[config.mk]
export PLATFORM = sky130hd
export DESIGN_NAME = bsio_core
export DESIGN_NICKNAME = d
export VERILOG_FILES = /design/src/rtl/bsio_pkg.sv /design/src/rtl/bsio_core.sv
export VERILOG_INCLUDE_DIRS = /design/src /design/src/rtl
export SDC_FILE = /design/constraint.sdc
export NUM_CORES = 1
export LEC_CHECK = 0
export BUFFER_PORTS_ARGS = -buffer_cell sky130_fd_sc_hd__clkbuf_2
export CELL_PAD_IN_SITES_DETAIL_PLACEMENT = 1
export CELL_PAD_IN_SITES_GLOBAL_PLACEMENT = 2
export CORE_UTILIZATION = 30
export DETAILED_ROUTE_END_ITERATION = 6
export PLACE_DENSITY_LB_ADDON = 0.05
export RECOVER_POWER = 100
export SLEW_MARGIN = 20
export SYNTH_ARGS = -nofsm -noshare
export SYNTH_HDL_FRONTEND = slang
export SYNTH_SLANG_ARGS = --single-unit
[constraint.sdc]
create_clock -name clk -period 3.9 [get_ports clk]
set_input_delay 0.585 -clock clk [delete_from_list [all_inputs] [get_ports clk]]
set_output_delay 0.585 -clock clk [all_outputs]
set_load 0.02 [all_outputs]
[src/rtl/bsio_defines.svh]
// Offsets, field positions, external codes and timing counts of the bit I/O unit
`ifndef BSIO_DEFINES_SVH
`define BSIO_DEFINES_SVH
// Register offsets on the plain register port
`define BSIO_OFS_CMD 8'h00
`define BSIO_OFS_BASE 8'h04
`define BSIO_OFS_DATA 8'h08
`define BSIO_OFS_ST 8'h0c
`define BSIO_OFS_WP 8'h10
`define BSIO_OFS_PC 8'h14
`define BSIO_OFS_STAT 8'h18
// Command word fields
`define BSIO_CMD_DISP 7:0
`define BSIO_CMD_VAL 8
`define BSIO_CMD_OP 11:9
`define BSIO_CMD_CNT 15:12
// Status word: processor bit 2 is bit 13 here, the mask is processor bits 12 to 15
`define BSIO_ST_EQ 13
`define BSIO_ST_MASK 3:0
// External instruction codes on A0..A2
`define BSIO_EXT_LOADER 3'h7
`define BSIO_EXT_CLK_OFF 3'h6
`define BSIO_EXT_CLK_ON 3'h5
`define BSIO_EXT_RESET 3'h3
`define BSIO_EXT_IDLE 3'h2
// Bootstrap trap vector and context slots (workspace registers 13, 14, 15)
`define BSIO_TRAP_VEC_WP 16'hfffc
`define BSIO_TRAP_VEC_PC 16'hfffe
`define BSIO_CTX_WP_OFS 16'h001a
`define BSIO_CTX_PC_OFS 16'h001c
`define BSIO_CTX_ST_OFS 16'h001e
// Every bit, code or memory cycle takes four clock phases
`define BSIO_PH_STROBE 2'h1
`define BSIO_PH_LAST 2'h3
`define BSIO_FIELD_MAX 5'h10
`define BSIO_BYTE_MAX 5'h08
`endif

[src/rtl/bsio_pkg.sv]
// Types of the bit I/O unit: states, operations and the state record
package bsio_pkg;
   typedef enum logic [3:0] {
      S_READY = 4'h0,
      S_BIT = 4'h1,
      S_EXT = 4'h2,
      S_IDLE = 4'h3,
      S_T_VWP = 4'h4,
      S_T_VPC = 4'h5,
      S_T_W13 = 4'h6,
      S_T_W14 = 4'h7,
      S_T_W15 = 4'h8
   } bsio_state_t;

   typedef enum logic [2:0] {
      OP_SET_BIT = 3'h1,
      OP_TEST_BIT = 3'h2,
      OP_LOAD_FIELD = 3'h3,
      OP_STORE_FIELD = 3'h4,
      OP_EXT = 3'h5
   } bsio_op_t;

   typedef struct packed {
      bsio_state_t state;
      bsio_op_t op;
      logic [1:0] phase;
      logic [4:0] nbits;
      logic [4:0] bits_left;
      logic [11:0] bit_addr;
      logic [15:0] shift;
      logic val;
      logic byte_sel;
      logic [2:0] ext_code;
      logic [15:0] base;
      logic [15:0] data;
      logic [15:0] st;
      logic [15:0] wp;
      logic [15:0] pc;
      logic [15:0] new_wp;
      logic [15:0] new_pc;
      logic trap_pend;
      logic sin_s1;
      logic sin_s2;
      logic ld_s1;
      logic ld_s2;
      logic ld_prev;
      logic int_s1;
      logic int_s2;
      logic hold_s1;
      logic hold_s2;
      logic [15:0] din_s1;
      logic [15:0] din_s2;
      logic [14:0] addr_bus;
      logic addr_oe;
      logic serial_out;
      logic output_strobe;
      logic mce;
      logic mem_we;
      logic [15:0] data_o;
      logic data_oe;
      logic hold_ack;
      logic [15:0] rdata;
   } bsio_regs_t;
endpackage : bsio_pkg

[src/rtl/bsio_core.sv]
// Bit-addressed serial I/O unit with external codes, idle and bootstrap trap
// Function
// - 4096 input and 4096 output bits, 12-bit address on A3..A14.
// - Single bits and fields of 1 to 16 bits.
// - Set/clear drive instruction bit 7 on serial out with one strobe.
// - Test bit samples serial in into status bit 2.
// - Single-bit address is base register plus signed 8-bit displacement.
// - Load field of up to 8 bits uses the addressed byte, else word.
// - Field bits take rising addresses, memory LSB at lowest address.
// - Store field writes right-justified, zero-filled byte or word.
// - First bit read lands in the destination LSB.
// - Five external codes go out on A0..A2 with one strobe.
// - Idle stops execution until interrupt, reset or bootstrap trap.
// - While idle the idle code and strobe repeat.
// - Bootstrap trap after current operation, vector FFFC, mask cleared.
// - Memory addresses with cycle enable, I/O addresses without it.
// - Address bus floats while hold is acknowledged.
// - Trap stores old WP, PC, ST in new registers 13, 14, 15.
//
// Added by the designer: the register offsets and the strobed register port.
`timescale 1ns/100ps
`include "bsio_defines.svh"
module bsio_core (
   // Clock and reset
   input wire logic clk,
   input wire logic rst_n,
   // Register port
   input wire logic [7:0] reg_addr,
   input wire logic [15:0] reg_wdata,
   input wire logic reg_we,
   input wire logic reg_re,
   output logic [15:0] reg_rdata,
   // Bit I/O pins
   input wire logic serial_in_line,
   output logic serial_out_line,
   output logic output_strobe,
   // Address bus, A0 is bit 14 and A14 is bit 0
   output logic [14:0] addr_bus,
   output logic addr_oe,
   // Memory bus
   output logic memory_cycle_enable,
   output logic mem_we,
   input wire logic [15:0] data_in,
   output logic [15:0] data_out,
   output logic data_oe,
   // Hold, interrupt and bootstrap
   input wire logic hold_req,
   output logic hold_acknowledge,
   input wire logic intr_req,
   input wire logic bootstrap_n
);
   bsio_pkg::bsio_regs_t r_reg;
   bsio_pkg::bsio_regs_t r_next;
   logic cmd_go;
   logic [11:0] single_addr;
   logic [15:0] fld;
   logic [15:0] mem_a;
   logic [15:0] wdat;
   logic out_op;

   // -------------------------------------------------------------
   // Command decode
   // -------------------------------------------------------------
   // no start while idle
   assign cmd_go = reg_we && reg_addr == `BSIO_OFS_CMD && r_reg.state == bsio_pkg::S_READY
      && !r_reg.hold_ack && !r_reg.trap_pend
      && reg_wdata[`BSIO_CMD_OP] >= 3'h1 && reg_wdata[`BSIO_CMD_OP] <= 3'h5;
   assign single_addr = r_reg.base[12:1] + {{4{reg_wdata[7]}}, reg_wdata[`BSIO_CMD_DISP]};

   // -------------------------------------------------------------
   // Next state
   // -------------------------------------------------------------
   always_comb begin
      r_next = r_reg;
      fld = 16'h0000;
      mem_a = 16'h0000;
      wdat = 16'h0000;
      out_op = 1'b0;
      r_next.sin_s1 = serial_in_line;
      r_next.sin_s2 = r_reg.sin_s1;
      r_next.ld_s1 = bootstrap_n;
      r_next.ld_s2 = r_reg.ld_s1;
      r_next.ld_prev = r_reg.ld_s2;
      r_next.int_s1 = intr_req;
      r_next.int_s2 = r_reg.int_s1;
      r_next.hold_s1 = hold_req;
      r_next.hold_s2 = r_reg.hold_s1;
      r_next.din_s1 = data_in;
      r_next.din_s2 = r_reg.din_s1;
      if (reg_we) begin
         unique case (reg_addr)
            `BSIO_OFS_BASE: r_next.base = reg_wdata;
            `BSIO_OFS_DATA: r_next.data = reg_wdata;
            `BSIO_OFS_ST: r_next.st = reg_wdata;
            `BSIO_OFS_WP: r_next.wp = reg_wdata;
            `BSIO_OFS_PC: r_next.pc = reg_wdata;
            default: ;
         endcase
      end
      if (cmd_go) begin
         r_next.op = bsio_pkg::bsio_op_t'(reg_wdata[`BSIO_CMD_OP]);
         r_next.phase = 2'h0;
         r_next.val = reg_wdata[`BSIO_CMD_VAL];
         r_next.byte_sel = reg_wdata[0];
         r_next.ext_code = reg_wdata[2:0];
         r_next.state = bsio_pkg::S_BIT;
         // count 0 means a full 16-bit field
         r_next.nbits = reg_wdata[`BSIO_CMD_CNT] == 4'h0 ? `BSIO_FIELD_MAX : {1'b0, reg_wdata[`BSIO_CMD_CNT]};
         r_next.bit_addr = r_reg.base[12:1];
         r_next.shift = 16'h0000;
         unique case (reg_wdata[`BSIO_CMD_OP])
            3'h1, 3'h2: begin
               r_next.nbits = 5'h01;
               r_next.bit_addr = single_addr;
            end
            3'h3: begin
               // byte source for short fields, word source otherwise
               if (r_next.nbits <= `BSIO_BYTE_MAX) begin
                  r_next.shift = {8'h00, reg_wdata[0] ? r_reg.data[7:0] : r_reg.data[15:8]};
               end else begin
                  r_next.shift = r_reg.data;
               end
            end
            3'h5: r_next.state = bsio_pkg::S_EXT;
            default: ;
         endcase
         r_next.bits_left = r_next.nbits;
      end
      unique case (r_reg.state)
         bsio_pkg::S_READY: begin
            // trap taken at an operation boundary
            if (r_reg.trap_pend && !r_reg.hold_ack) begin
               r_next.state = bsio_pkg::S_T_VWP;
               r_next.phase = 2'h0;
               r_next.trap_pend = 1'b0;
            end
         end
         bsio_pkg::S_BIT: begin
            r_next.phase = r_reg.phase + 2'h1;
            if (r_reg.phase == `BSIO_PH_LAST) begin
               // sampled input into the equal flag
               if (r_reg.op == bsio_pkg::OP_TEST_BIT) begin
                  r_next.st[`BSIO_ST_EQ] = r_reg.sin_s2;
               end
               // first bit shifts down to the LSB
               r_next.shift = {r_reg.op == bsio_pkg::OP_STORE_FIELD && r_reg.sin_s2, r_reg.shift[15:1]};
               // next bit at the next address
               r_next.bit_addr = r_reg.bit_addr + 12'h001;
               r_next.bits_left = r_reg.bits_left - 5'h01;
               if (r_reg.bits_left == 5'h01) begin
                  r_next.state = bsio_pkg::S_READY;
                  fld = r_next.shift >> (`BSIO_FIELD_MAX - r_reg.nbits);
                  if (r_reg.op == bsio_pkg::OP_STORE_FIELD) begin
                     if (r_reg.nbits > `BSIO_BYTE_MAX) begin
                        r_next.data = fld;
                     end else if (r_reg.byte_sel) begin
                        r_next.data[7:0] = fld[7:0];
                     end else begin
                        r_next.data[15:8] = fld[7:0];
                     end
                  end
               end
            end
         end
         bsio_pkg::S_EXT, bsio_pkg::S_IDLE: begin
            r_next.phase = r_reg.phase + 2'h1;
            if (r_reg.phase == `BSIO_PH_LAST) begin
               // idle ends only on interrupt or trap
               if (r_reg.state == bsio_pkg::S_EXT && r_reg.ext_code != `BSIO_EXT_IDLE) begin
                  r_next.state = bsio_pkg::S_READY;
               end else if (r_reg.int_s2 || r_reg.trap_pend) begin
                  r_next.state = bsio_pkg::S_READY;
               end else begin
                  r_next.state = bsio_pkg::S_IDLE;
               end
            end
         end
         default: begin
            r_next.phase = r_reg.phase + 2'h1;
            if (r_reg.phase == `BSIO_PH_LAST) begin
               unique case (r_reg.state)
                  bsio_pkg::S_T_VWP: begin
                     r_next.new_wp = r_reg.din_s2;
                     r_next.state = bsio_pkg::S_T_VPC;
                  end
                  bsio_pkg::S_T_VPC: begin
                     r_next.new_pc = r_reg.din_s2;
                     r_next.state = bsio_pkg::S_T_W13;
                  end
                  bsio_pkg::S_T_W13: r_next.state = bsio_pkg::S_T_W14;
                  bsio_pkg::S_T_W14: r_next.state = bsio_pkg::S_T_W15;
                  default: begin
                     // new context and mask of zero
                     r_next.wp = r_reg.new_wp;
                     r_next.pc = r_reg.new_pc;
                     r_next.st[`BSIO_ST_MASK] = 4'h0;
                     r_next.state = bsio_pkg::S_READY;
                  end
               endcase
            end
         end
      endcase
      // A request that lands as the trap starts is kept: set wins over clear
      if (!r_reg.ld_s2 && r_reg.ld_prev) begin
         r_next.trap_pend = 1'b1;
      end

      // -------------------------------------------------------------
      // Pin outputs, all taken from the next state
      // -------------------------------------------------------------
      // old context into registers 13, 14, 15
      unique case (r_next.state)
         bsio_pkg::S_T_VWP: mem_a = `BSIO_TRAP_VEC_WP;
         bsio_pkg::S_T_VPC: mem_a = `BSIO_TRAP_VEC_PC;
         bsio_pkg::S_T_W13: begin
            mem_a = r_next.new_wp + `BSIO_CTX_WP_OFS;
            wdat = r_next.wp;
         end
         bsio_pkg::S_T_W14: begin
            mem_a = r_next.new_wp + `BSIO_CTX_PC_OFS;
            wdat = r_next.pc;
         end
         bsio_pkg::S_T_W15: begin
            mem_a = r_next.new_wp + `BSIO_CTX_ST_OFS;
            wdat = r_next.st;
         end
         default: ;
      endcase
      r_next.mce = r_next.state >= bsio_pkg::S_T_VWP;
      r_next.data_oe = r_next.state >= bsio_pkg::S_T_W13;
      r_next.data_o = wdat;
      r_next.mem_we = r_next.data_oe && r_next.phase == `BSIO_PH_STROBE;
      // memory address with cycle enable, bit address or code without
      if (r_next.mce) begin
         r_next.addr_bus = mem_a[15:1];
      end else if (r_next.state == bsio_pkg::S_BIT) begin
         r_next.addr_bus = {3'h0, r_next.bit_addr};
      end else if (r_next.state == bsio_pkg::S_EXT || r_next.state == bsio_pkg::S_IDLE) begin
         // code on A0..A2, low lines quiet
         r_next.addr_bus = {r_next.state == bsio_pkg::S_IDLE ? `BSIO_EXT_IDLE : r_next.ext_code, 12'h000};
      end else begin
         r_next.addr_bus = 15'h0000;
      end
      // set/clear value or field bit, LSB first
      r_next.serial_out = 1'b0;
      if (r_next.state == bsio_pkg::S_BIT) begin
         if (r_next.op == bsio_pkg::OP_SET_BIT) begin
            r_next.serial_out = r_next.val;
         end else if (r_next.op == bsio_pkg::OP_LOAD_FIELD) begin
            r_next.serial_out = r_next.shift[0];
         end
      end
      out_op = r_next.op == bsio_pkg::OP_SET_BIT || r_next.op == bsio_pkg::OP_LOAD_FIELD;
      // strobe in the second phase, address set one phase earlier
      r_next.output_strobe = r_next.phase == `BSIO_PH_STROBE
         && ((r_next.state == bsio_pkg::S_BIT && out_op)
         || r_next.state == bsio_pkg::S_EXT || r_next.state == bsio_pkg::S_IDLE);
      // Hold is granted only between operations, so no bit cycle is split
      r_next.hold_ack = r_reg.hold_s2 && r_next.state == bsio_pkg::S_READY;
      r_next.addr_oe = !r_next.hold_ack;
      r_next.rdata = 16'h0000;
      if (reg_re) begin
         unique case (reg_addr)
            `BSIO_OFS_BASE: r_next.rdata = r_reg.base;
            `BSIO_OFS_DATA: r_next.rdata = r_reg.data;
            `BSIO_OFS_ST: r_next.rdata = r_reg.st;
            `BSIO_OFS_WP: r_next.rdata = r_reg.wp;
            `BSIO_OFS_PC: r_next.rdata = r_reg.pc;
            `BSIO_OFS_STAT: r_next.rdata = {12'h000, r_reg.hold_ack, r_reg.trap_pend,
               r_reg.state == bsio_pkg::S_IDLE, r_reg.state != bsio_pkg::S_READY};
            default: ;
         endcase
      end
   end
   always_ff @(posedge clk) begin
      if (!rst_n) begin
         r_reg <= '0;
         r_reg.ld_s1 <= 1'b1;
         r_reg.ld_s2 <= 1'b1;
         r_reg.ld_prev <= 1'b1;
         r_reg.addr_oe <= 1'b1;
      end else begin
         r_reg <= r_next;
      end
   end

   assign reg_rdata = r_reg.rdata;
   assign serial_out_line = r_reg.serial_out;
   assign output_strobe = r_reg.output_strobe;
   assign addr_bus = r_reg.addr_bus;
   assign addr_oe = r_reg.addr_oe;
   assign memory_cycle_enable = r_reg.mce;
   assign mem_we = r_reg.mem_we;
   assign data_out = r_reg.data_o;
   assign data_oe = r_reg.data_oe;
   assign hold_acknowledge = r_reg.hold_ack;
endmodule : bsio_core

==> results of run 1 <==
[power groups by stage]
stage               combinational (mW)  clock (mW)  sequential, mW
floorplan                        0.209           0            2.77
global placement                 0.369           0            2.78
detailed placement               0.370           0            2.78
CTS                              0.372        3.28            2.72
global route                     0.394        3.39            2.73
finish                           0.367        3.20            2.72
[logic make-up after synthesis]
| kind of cell | synth area share |
|---|---|
| compound gates | 0.184 |
| flops | 0.379 |
| buf+inv | 0.0700 |
| fa+ha+maj | 0.0193 |
| xor+xnor | 0.0153 |
| mux | 0.103 |
| simple gates | 0.229 |
[worst reg2reg max path: stages (launching register included)]
cell and delay (ns):
dfxtp_1 0.35, ha_2 0.24, inv_2 0.05, o311a_1 0.36, o32a_1 0.37, o21a_1 0.22
nor2_2 0.18, ha_1 0.29, a21oi_1 0.19, o211ai_1 0.14, a21o_1 0.24, nand3_1 0.09
or3b_2 0.45, a311oi_2 0.28, o2bb2ai_1 0.11
[routing by layer]
| layer | routed length (um) | vias to the layer above |
|---|---|---|
| met4 | 1480 | 0 |
| met3 | 1690 | 72 |
| met5 | 0 | - |
| met1 | 27100 | 6269 |
| li1 | - | 5938 |
| met2 | 28000 | 228 |
[metrics by stage]
stage | hold WS, ns | power, mW | std cells | instance area [sq um]
floorplan | 0.386 | 2.97 | 1625 | 13700
global placement | 0.393 | 3.15 | 2259 | 14900
detailed placement | 0.398 | 3.15 | 2259 | 14900
CTS | 0.210 | 6.38 | 2319 | 16000
global route | 0.234 | 6.51 | 2319 | 15900
finish | 0.231 | 6.29 | 2320 | 15900
[cells in the final DEF, fill, tap and decap left out, types with 10 or more instances in the layout]
| master | count |
|---|---|
| a211oi_1 | 27 |
| a21oi_1 | 110 |
| a221oi_1 | 35 |
| a222oi_1 | 15 |
| a31oi_1 | 13 |
| and2_0 | 31 |
| and2_1 | 65 |
| and3_1 | 15 |
| buf_4 | 86 |
| clkbuf_1 | 62 |
| clkbuf_16 | 36 |
| clkbuf_2 | 49 |
| dfxtp_1 | 260 |
| ha_1 | 17 |
| inv_1 | 34 |
| mux2_2 | 19 |
| mux2i_1 | 93 |
| mux4_2 | 12 |
| nand2_1 | 209 |
| nand2b_1 | 10 |
| nand3_1 | 39 |
| nand4_1 | 14 |
| nor2_1 | 128 |
| nor2b_1 | 15 |
| nor3_1 | 32 |
| o21ai_0 | 73 |
| or3_1 | 10 |
| xnor2_1 | 13 |
| xor2_1 | 11 |
[cell type report]
type                       count  area [sq um]
multi-input combinational   1176          7580
fill                        5335         28800
inverter                      36           136
sequential                   260          5200
clock inverter                10          96.3
tap                          592           741
antenna                        1          2.50
timing repair buffer         195          1150
clock buffer                  50          1030
[what timing repair did]
action | in CTS | in global routing
endpoints found under the hold margin | 0 | 0
resized for setup | 0 | 7
setup endpoints to repair | 0 | 9
[how the worst max path moves through the flow]
stage / cells past startpoint / slack [ns] / to / startpoint
after detailed placement: 15 / 0.06 / addr_bus[7]$_SDFF_PN0_ / reg_addr[2]
after global routing: 16 / 0.004 / addr_bus[7]$_SDFF_PN0_ / r_reg[251]$_SDFF_PN0_
after floorplan: 17 / 0.01 / addr_bus[7]$_SDFF_PN0_ / reg_wdata[9]
after CTS: 15 / 0.17 / addr_bus[10]$_SDFF_PN0_ / r_reg[251]$_SDFF_PN0_
final: 14 / 0.22 / addr_bus[7]$_SDFF_PN0_ / r_reg[252]$_SDFF_PN0_
after global placement: 15 / 0.05 / addr_bus[3]$_SDFF_PN0_ / reg_addr[2]
==> results.py, run 1 <==
metrics = {
    "worst_setup_path": {
        "critPathLaunchType": "register",
        "crit_family": "compound AO/OA/AOI/OAI gates",
        "cp-end-kind": "register",
        "cp_cell_sequence": "ha_2, inv_2, o311a_1, o32a_1, o21a_1, nor2_2, ha_1, a21oi_1, o211ai_1, a21o_1, nand3_1, or3b_2, a311oi_2, o2bb2ai_1",
        "crit_buf_inv": 1,
        "reg2reg_depth": 14,
        "crit_fanout": 5,
        "slowest_stage": "or3b_2",
        "critical_path_class": "register to register",
        "arrival_ns": 4.12,
        "r2r-end": "addr_bus[7]$_SDFF_PN0_",
        "required_ns": 4.34,
        "rr_startpoint": "r_reg[252]$_SDFF_PN0_",
        "max_stage_delay_ns": 0.45,
        "reg2reg_slack_ns": 0.22,
    },
    "timing": {
        "fin_crit_ns": 3.68,
        "fin_crit_sh": 0.944,
        "setup_slack_ns": 0.218,
        "fin_setup_tns_ns": 0,
        "finClkSkew_ns": 0.0273,
        "slew_headroom": -0.119,
        "rsz0062_at_grt": "false",
        "drv_slew": 76,
        "tightest_slew_ns": 1.68,
        "finalHoldViolations": 0,
        "fmax_mhz": 272,
        "setup-violations-final": 0,
    },
    "synthesis": {
        "yosys-top-cells-count": "260 x dfxtp_1, 209 x nand2_1, 129 x nor2_1",
        "yosys-top-cells-area": "dfxtp_1 38%, mux2i_1 6.8%, nand2_1 5.7%",
        "synthArstFlopShare": 0,
        "yosys_register_bits": 260,
        "synth_most_common_cell": "dfxtp_1",
        "ys_warn_count": 0,
        "synth_top_area_frac": 0.379,
        "syn-cell-area_sq_um": 13700,
        "yosysSeqAreaShare": 0.379,
        "ys.flop_type": "dfxtp_1",
        "avgSynthCellArea_sq_um": 8.44,
        "synth_cell_types": 90,
        "synth_edf_count": 0,
        "synth_top_area_cell": "dfxtp_1",
        "syn_inst": 1625,
        "syn_nets": 1693,
    },
    "place": {
        "dp_hpwl_mm": 44.2,
        "dp_slack_ns": 0.0565,
        "numPortBuffers": 101,
        "place_congestion": 0.862,
    },
    "cts": {
        "cts.reportedPaths.clkPinSlew_ns": 0.06,
        "cts_tree": "yes",
        "clk-insertion-delay-late_ns": 0.56,
        "clockBufferDepth": 3,
        "post_cts_buffers": 0,
        "numCtsBuffers": 35,
        "cts-hold-fix-buffers": 0,
        "cts-root-buf": "clkbuf_16",
        "clock-sinks": 260,
        "htree_levels": 2,
    },
    "min_path": {
        "worstHoldEndpoint": "r_next[91]$_SDFF_PN1_",
        "hp-class": "input port to register",
        "holdPathStages": 2,
        "hp-start": "bootstrap_n",
    },
    "global_routing": {
        "grt_pass1_wl_mm": 87.0,
        "grt_max_degree": 76,
        "gr-usage-all-layers": 0.251,
        "met3_usage": 0.0261,
        "grt.met1_usage": 0.336,
        "grt_pass1_vias": 12836,
        "antenna_found_initial": 2,
        "gr-total-overflow": 0,
        "grtUsageMet2": 0.421,
        "top_usage_layer": "met2",
    },
    "floorplan": {
        "start_util": 0.307,
        "io_pins": 102,
        "fp.dieW_um": 216,
        "die_h_um": 216,
        "row_count": 77,
        "core_area_sq_um": 44700,
        "dieArea_sq_um": 46600,
    },
    "power": {
        "p_switching_mw": 1.56,
        "power_leakage_nw": 6.10,
        "p_comb_frac": 0.058,
        "p_sw_frac": 0.249,
        "internal-power_mw": 4.73,
        "peakVddDrop_uv": 255,
        "p_per_area_nw_per_um2": 394,
        "clock_power_share": 0.508,
        "seqPwrFrac": 0.433,
    },
    "detailed_routing": {
        "drtPass1Iterations": 7,
        "vias_per_cell": 5.39,
        "wl_per_cell_um": 25.1,
        "drt_wl_total_mm": 58.2,
        "drtAntennaViolNets": 0,
        "drt_iter0_markers": 808,
        "drcViolationCount": 0,
        "vias": 12507,
    },
    "cells_and_area": {
        "largest_register_ffs": 184,
        "utilization": 0.357,
        "area_delta_synth_final_pct": 16.3,
        "nNetsFinal": 1772,
        "drive_above_1_share": 0.152,
    },
    "run_status": {
        "violations": "capacitance limit, slew limit",
        "status": "finished with violations",
    },
    "flow_run": {
        "drv_cap": 1,
    },
}
(Power assumes the default switching activity.)
==> run 2, diff against run 1 <==
==> constraint.sdc (replaced) <==
create_clock -name clk -period 3.9 [get_ports clk]
set_input_delay 0.39 -clock clk [delete_from_list [all_inputs] [get_ports clk]]
set_output_delay 0.39 -clock clk [all_outputs]
set_load 0.02 [all_outputs]
==> results.py, run 2 (synthesis gave the netlist of run 1 again) <==
metrics = {
    "run_status": {
        "status": "finished with violations",
        "violations": "capacitance limit, slew limit",
    },
    "cts": {
        "cts-root-buf": "clkbuf_16",
        "post_cts_buffers": 0,
        "clock-sinks": 260,
        "htree_levels": 1,
        "numCtsBuffers": 31,
        "clockBufferDepth": 3,
        "cts_tree": "yes",
        "cts.reportedPaths.clkPinSlew_ns": 0.06,
        "clk-insertion-delay-late_ns": 0.58,
    },
    "detailed_routing": {
        "drcViolationCount": 0,
        "drtPass1Iterations": 5,
        "wl_per_cell_um": 25.0,
        "drt_wl_total_mm": 57.8,
        "drtAntennaViolNets": 0,
        "drt_iter0_markers": 880,
        "vias": 12550,
        "vias_per_cell": 5.44,
    },
    "timing": {
        "tightest_slew_ns": 2.20,
        "setup_slack_ns": 0.174,
        "finalHoldViolations": 0,
        "rsz0062_at_grt": "false",
        "fin_crit_sh": 0.956,
        "fin_crit_ns": 3.73,
        "drv_slew": 80,
        "setup-violations-final": 0,
        "finClkSkew_ns": 0.0186,
        "fmax_mhz": 268,
        "slew_headroom": -0.470,
    },
    "floorplan": {
        "row_count": 77,
        "core_area_sq_um": 44700,
        "fp.dieW_um": 216,
        "io_pins": 102,
        "start_util": 0.307,
        "dieArea_sq_um": 46600,
        "die_h_um": 216,
    },
    "cells_and_area": {
        "drive_above_1_share": 0.138,
        "largest_register_ffs": 184,
        "layout_commonest_cell": "dfxtp_1",
        "instances_no_fill": 2307,
        "area_delta_synth_final_pct": 15.2,
        "final_cell_mix": "259 x dfxtp_1, 209 x nand2_1, 128 x nor2_1",
        "nNetsFinal": 1758,
    },
    "worst_setup_path": {
        "crit_fanout": 10,
        "critPathLaunchType": "register",
        "max_stage_delay_ns": 0.44,
        "cp-end-kind": "register",
        "cp_cell_sequence": "ha_4, inv_2, o311a_1, o32a_1, o21a_1, nor2_4, ha_1, a21oi_1, o211ai_1, a21o_1, nand3_1, or3b_2, a311oi_1, o2bb2ai_1",
        "critical_path_class": "register to register",
        "slowest_stage": "or3b_2",
        "arrival_ns": 4.18,
        "required_ns": 4.35,
        "reg2reg_slack_ns": 0.17,
    },
    "power": {
        "power_leakage_nw": 6.00,
        "peakVddDrop_uv": 376,
        "p_per_area_nw_per_um2": 394,
    },
    "global_routing": {
        "gr-total-overflow": 0,
        "grt_pass1_vias": 12695,
        "grt_pass1_wl_mm": 85.9,
        "antenna_found_initial": 2,
        "gr-usage-all-layers": 0.246,
        "grt_max_degree": 62,
    },
    "place": {
        "place_congestion": 0.846,
        "dp.cells": 2243,
        "numPortBuffers": 101,
        "dp_hpwl_mm": 43.2,
        "dp_slack_ns": -0.00876,
    },
    "flow_run": {
        "drv_cap": 2,
    },
    "min_path": {
        "hp-class": "input port to register",
    },
}
-- run 2: cell types whose count changed in the layout (fill, tap and decap cells not counted), moves of 4 or more --
| cell | before | now |
|---|---|---|
| and2_0 | 31 | 27 |
| and2_1 | 65 | 69 |
| buf_4 | 86 | 70 |
| bufinv_16 | 1 | 5 |
| clkbuf_1 | 62 | 66 |
| clkbuf_16 | 36 | 31 |
| dlygate4sd3_1 | 0 | 6 |
-- run 2: where the power goes --
part / leakage [nW] / switching [mW] / internal, mW
logic: 3.36 / 0.246 / 0.122
clock network: 0.537 / 1.20 / 1.93
registers: 2.11 / 0.0292 / 2.69
-- run 2: layer usage --
metal / track usage / vias to the layer above / part of all wire
met5: 0 / - / 0
met4: 0.0470 / 0 / 0.019
met3: 0.0247 / 65 / 0.028
met2: 0.425 / 234 / 0.49
met1: 0.330 / 6345 / 0.47
li1: - / 5906 / -
-- run 2: worst paths after layout --
check / from / endpoint / cells past startpoint
min: data_in[13] / r_next[67]$_SDFF_PN0_ / 2
min reg2reg: r_next[91]$_SDFF_PN1_ / r_next[90]$_SDFF_PN1_ / 1
max: r_reg[252]$_SDFF_PN0_ / addr_bus[7]$_SDFF_PN0_ / 14
max reg2reg: r_reg[252]$_SDFF_PN0_ / addr_bus[7]$_SDFF_PN0_ / 14
-- run 2: critical path, delay by kind of cell, from the launching register on --
kind                       cells  cell delay [ns]
AOI/OAI and AO/OA              8             1.94
and+or+nand+nor                3             0.69
adders and majority gates      2             0.51
DFF                            1             0.40
buffers and inverters          1             0.05
-- run 2: area by class of cell --
cell class | count | area (sq um)
Antenna cell | 2 | 5.00
Clock buffer | 45 | 908
Clock inverter | 11 | 183
Fill cell | 5276 | 28900
Inverter | 36 | 136
Multi-Input combinational cell | 1176 | 7560
Sequential cell | 260 | 5210
Tap cell | 592 | 741
Timing Repair Buffer | 185 | 1060
-- run 2: repair_timing --
| item | in CTS | in global routing |
|---|---|---|
| endpoints found under the hold margin | 6 | 0 |
| gates cloned | 0 | 0 |
| resized for setup | 1 | 3 |
| endpoints found under the setup margin | 1 | 5 |
| hold buffers | 6 | 0 |
-- run 2: per-stage QoR --
step | hold slack [ns] | area, sq um | TNS (ns) | total power [mW] | utilization
finish | 0.0378 | 15800 | 0 | 6.22 | 0.353
CTS | 0.000603 | 15900 | 0 | 6.31 | 0.355
global route | 0.0148 | 15800 | 0 | 6.44 | 0.353
detailed placement | 0.396 | 14700 | -0.00876 | 3.15 | 0.330
global placement | 0.389 | 14700 | 0 | 3.14 | 0.330
floorplan | 0.386 | 13700 | 0 | 2.97 | -
==> run 3, diff against run 2 <==
Settings changed: CORE_ASPECT_RATIO set to 1.4.
==> results.py, run 3 (synthesis gave the netlist of run 1 again) <==
metrics = {
    "cts": {
        "clock-sinks": 260,
        "htree_levels": 1,
        "cts-root-buf": "clkbuf_16",
        "clk-insertion-delay-late_ns": 0.59,
        "cts.reportedPaths.clkPinSlew_ns": 0.06,
        "numCtsBuffers": 30,
        "clockBufferDepth": 3,
        "cts_tree": "yes",
    },
    "global_routing": {
        "gr-total-overflow": 0,
        "antenna_found_initial": 1,
        "grt_pass1_vias": 13062,
        "grt_max_degree": 66,
        "grt_pass1_wl_mm": 85.2,
        "gr-usage-all-layers": 0.244,
    },
    "timing": {
        "finalHoldViolations": 0,
        "fin_setup_tns_ns": 0,
        "finClkSkew_ns": 0.00985,
        "fin_crit_ns": 3.67,
        "setup-violations-final": 0,
        "fmax_mhz": 272,
        "slew_headroom": 0.229,
        "fin_crit_sh": 0.942,
        "tightest_slew_ns": 1.16,
        "drv_slew": 0,
    },
    "power": {
        "p_per_area_nw_per_um2": 376,
        "power_leakage_nw": 6.12,
        "fin_total_pwr_mw": 6.02,
        "peakVddDrop_uv": 321,
    },
    "detailed_routing": {
        "vias": 12516,
        "drt_wl_total_mm": 56.9,
        "drt_iter0_markers": 607,
        "vias_per_cell": 5.32,
        "drtPass1Iterations": 5,
        "drtAntennaViolNets": 0,
        "drcViolationCount": 0,
        "wl_per_cell_um": 24.2,
    },
    "worst_setup_path": {
        "crit_family": "compound AO/OA/AOI/OAI gates",
        "rr_startpoint": "r_reg[256]$_SDFF_PN0_",
        "crit_fanout": 10,
        "arrival_ns": 4.15,
        "critPathLaunchType": "register",
        "max_stage_delay_ns": 0.75,
        "cp.depth": 13,
        "crit_buf_inv": 1,
        "cp_cell_sequence": "or4_4, nor2_2, and4bb_4, o21a_1, nor2_2, ha_1, a21oi_1, nand2_1, a21oi_1, a2111oi_0, a2111oi_0, buf_4, o21ai_0",
        "cp-end-kind": "register",
        "reg2reg_depth": 13,
        "reg2reg_slack_ns": 0.23,
        "critical_path_class": "register to register",
        "slowest_stage": "a2111oi_0",
        "r2r-end": "addr_bus[3]$_SDFF_PN0_",
        "crit_start": "r_reg[256]$_SDFF_PN0_",
        "crit_end": "addr_bus[3]$_SDFF_PN0_",
        "required_ns": 4.38,
    },
    "min_path": {
        "hp-class": "input port to register",
    },
    "cells_and_area": {
        "instances_no_fill": 2353,
        "drive_above_1_share": 0.150,
        "utilization": 0.355,
        "area_delta_synth_final_pct": 16.8,
        "final_cell_mix": "259 x dfxtp_1, 209 x nand2_1, 128 x nor2_1",
        "largest_register_ffs": 184,
        "nNetsFinal": 1785,
        "layout_commonest_cell": "dfxtp_1",
    },
    "floorplan": {
        "start_util": 0.304,
        "fp.dieW_um": 183,
        "row_count": 92,
        "io_pins": 102,
        "core_area_sq_um": 45100,
        "die_h_um": 255,
        "dieArea_sq_um": 46600,
    },
    "place": {
        "dp_hpwl_mm": 44.4,
        "numPortBuffers": 101,
        "place_congestion": 0.854,
        "dp.cells": 2277,
    },
    "flow_run": {
        "drv_cap": 0,
    },
    "run_status": {
        "status": "complete, no violations",
    },
}
-- run 3: changes by cell type in the layout (fill, tap and decap cells not counted), sizes merged, moves of 2 or more --
cell         before  now
clkbuf          154  138
dlygate4sd3       6   19
clkinv            6   15
bufinv            5    3
buf              70   92
-- run 3: cell type report --
cell class	instances	area, sq um
timing repair buffer	213	1320
multi-input combinational	1176	7570
clock buffer	36	803
antenna	1	2.50
clock inverter	20	213
tap	611	764
sequential	260	5210
inverter	36	136
fill	5356	29100
-- run 3: timing repair --
action,4_1_cts,5_1_grt
setup endpoints to repair,0,6
hold endpoints to repair,19,0
buffers inserted,0,0
hold buffers,19,0
resized for setup,0,3
-- run 3: power breakdown --
part / internal, mW / switching [mW]
clock: 1.68 / 1.26
sequential: 2.69 / 0.0295
combinational: 0.129 / 0.235
-- run 3: layer usage --
metal / routed length, um / vias to the layer above / global-route usage
met3: 1280 / 89 / 0.0205
li1: - / 5958 / -
met1: 24000 / 6242 / 0.287
met4: 2390 / 0 / 0.104
met2: 29300 / 227 / 0.452
met5: 0 / - / 0
-- run 3: metrics by stage --
step | setup slack (ns) | cell area, sq um | hold WS (ns)
floorplan | 0.120 | 13700 | 0.386
CTS | 0.0182 | 16100 | 0.000966
finish | 0.228 | 16000 | 0.0275
global route | -0.00804 | 16000 | 0.0145
global placement | 0.134 | 14900 | 0.412
detailed placement | 0.0343 | 14900 | 0.408
-- run 3: worst min path at each step --
stage,slack [ns],to,depth (start not counted),startpoint
after floorplan,0.39,r_next[90]$_SDFF_PN1_,1,r_next[91]$_SDFF_PN1_
final,0.03,r_next[57]$_SDFF_PN0_,2,data_in[3]
after global placement,0.41,r_reg[59]$_SDFF_PN0_,1,r_next[59]$_SDFF_PN0_
after CTS,0.001,r_next[57]$_SDFF_PN0_,2,data_in[3]
after global routing,0.01,r_next[57]$_SDFF_PN0_,2,data_in[3]
after detailed placement,0.41,r_next[90]$_SDFF_PN1_,1,r_next[91]$_SDFF_PN1_
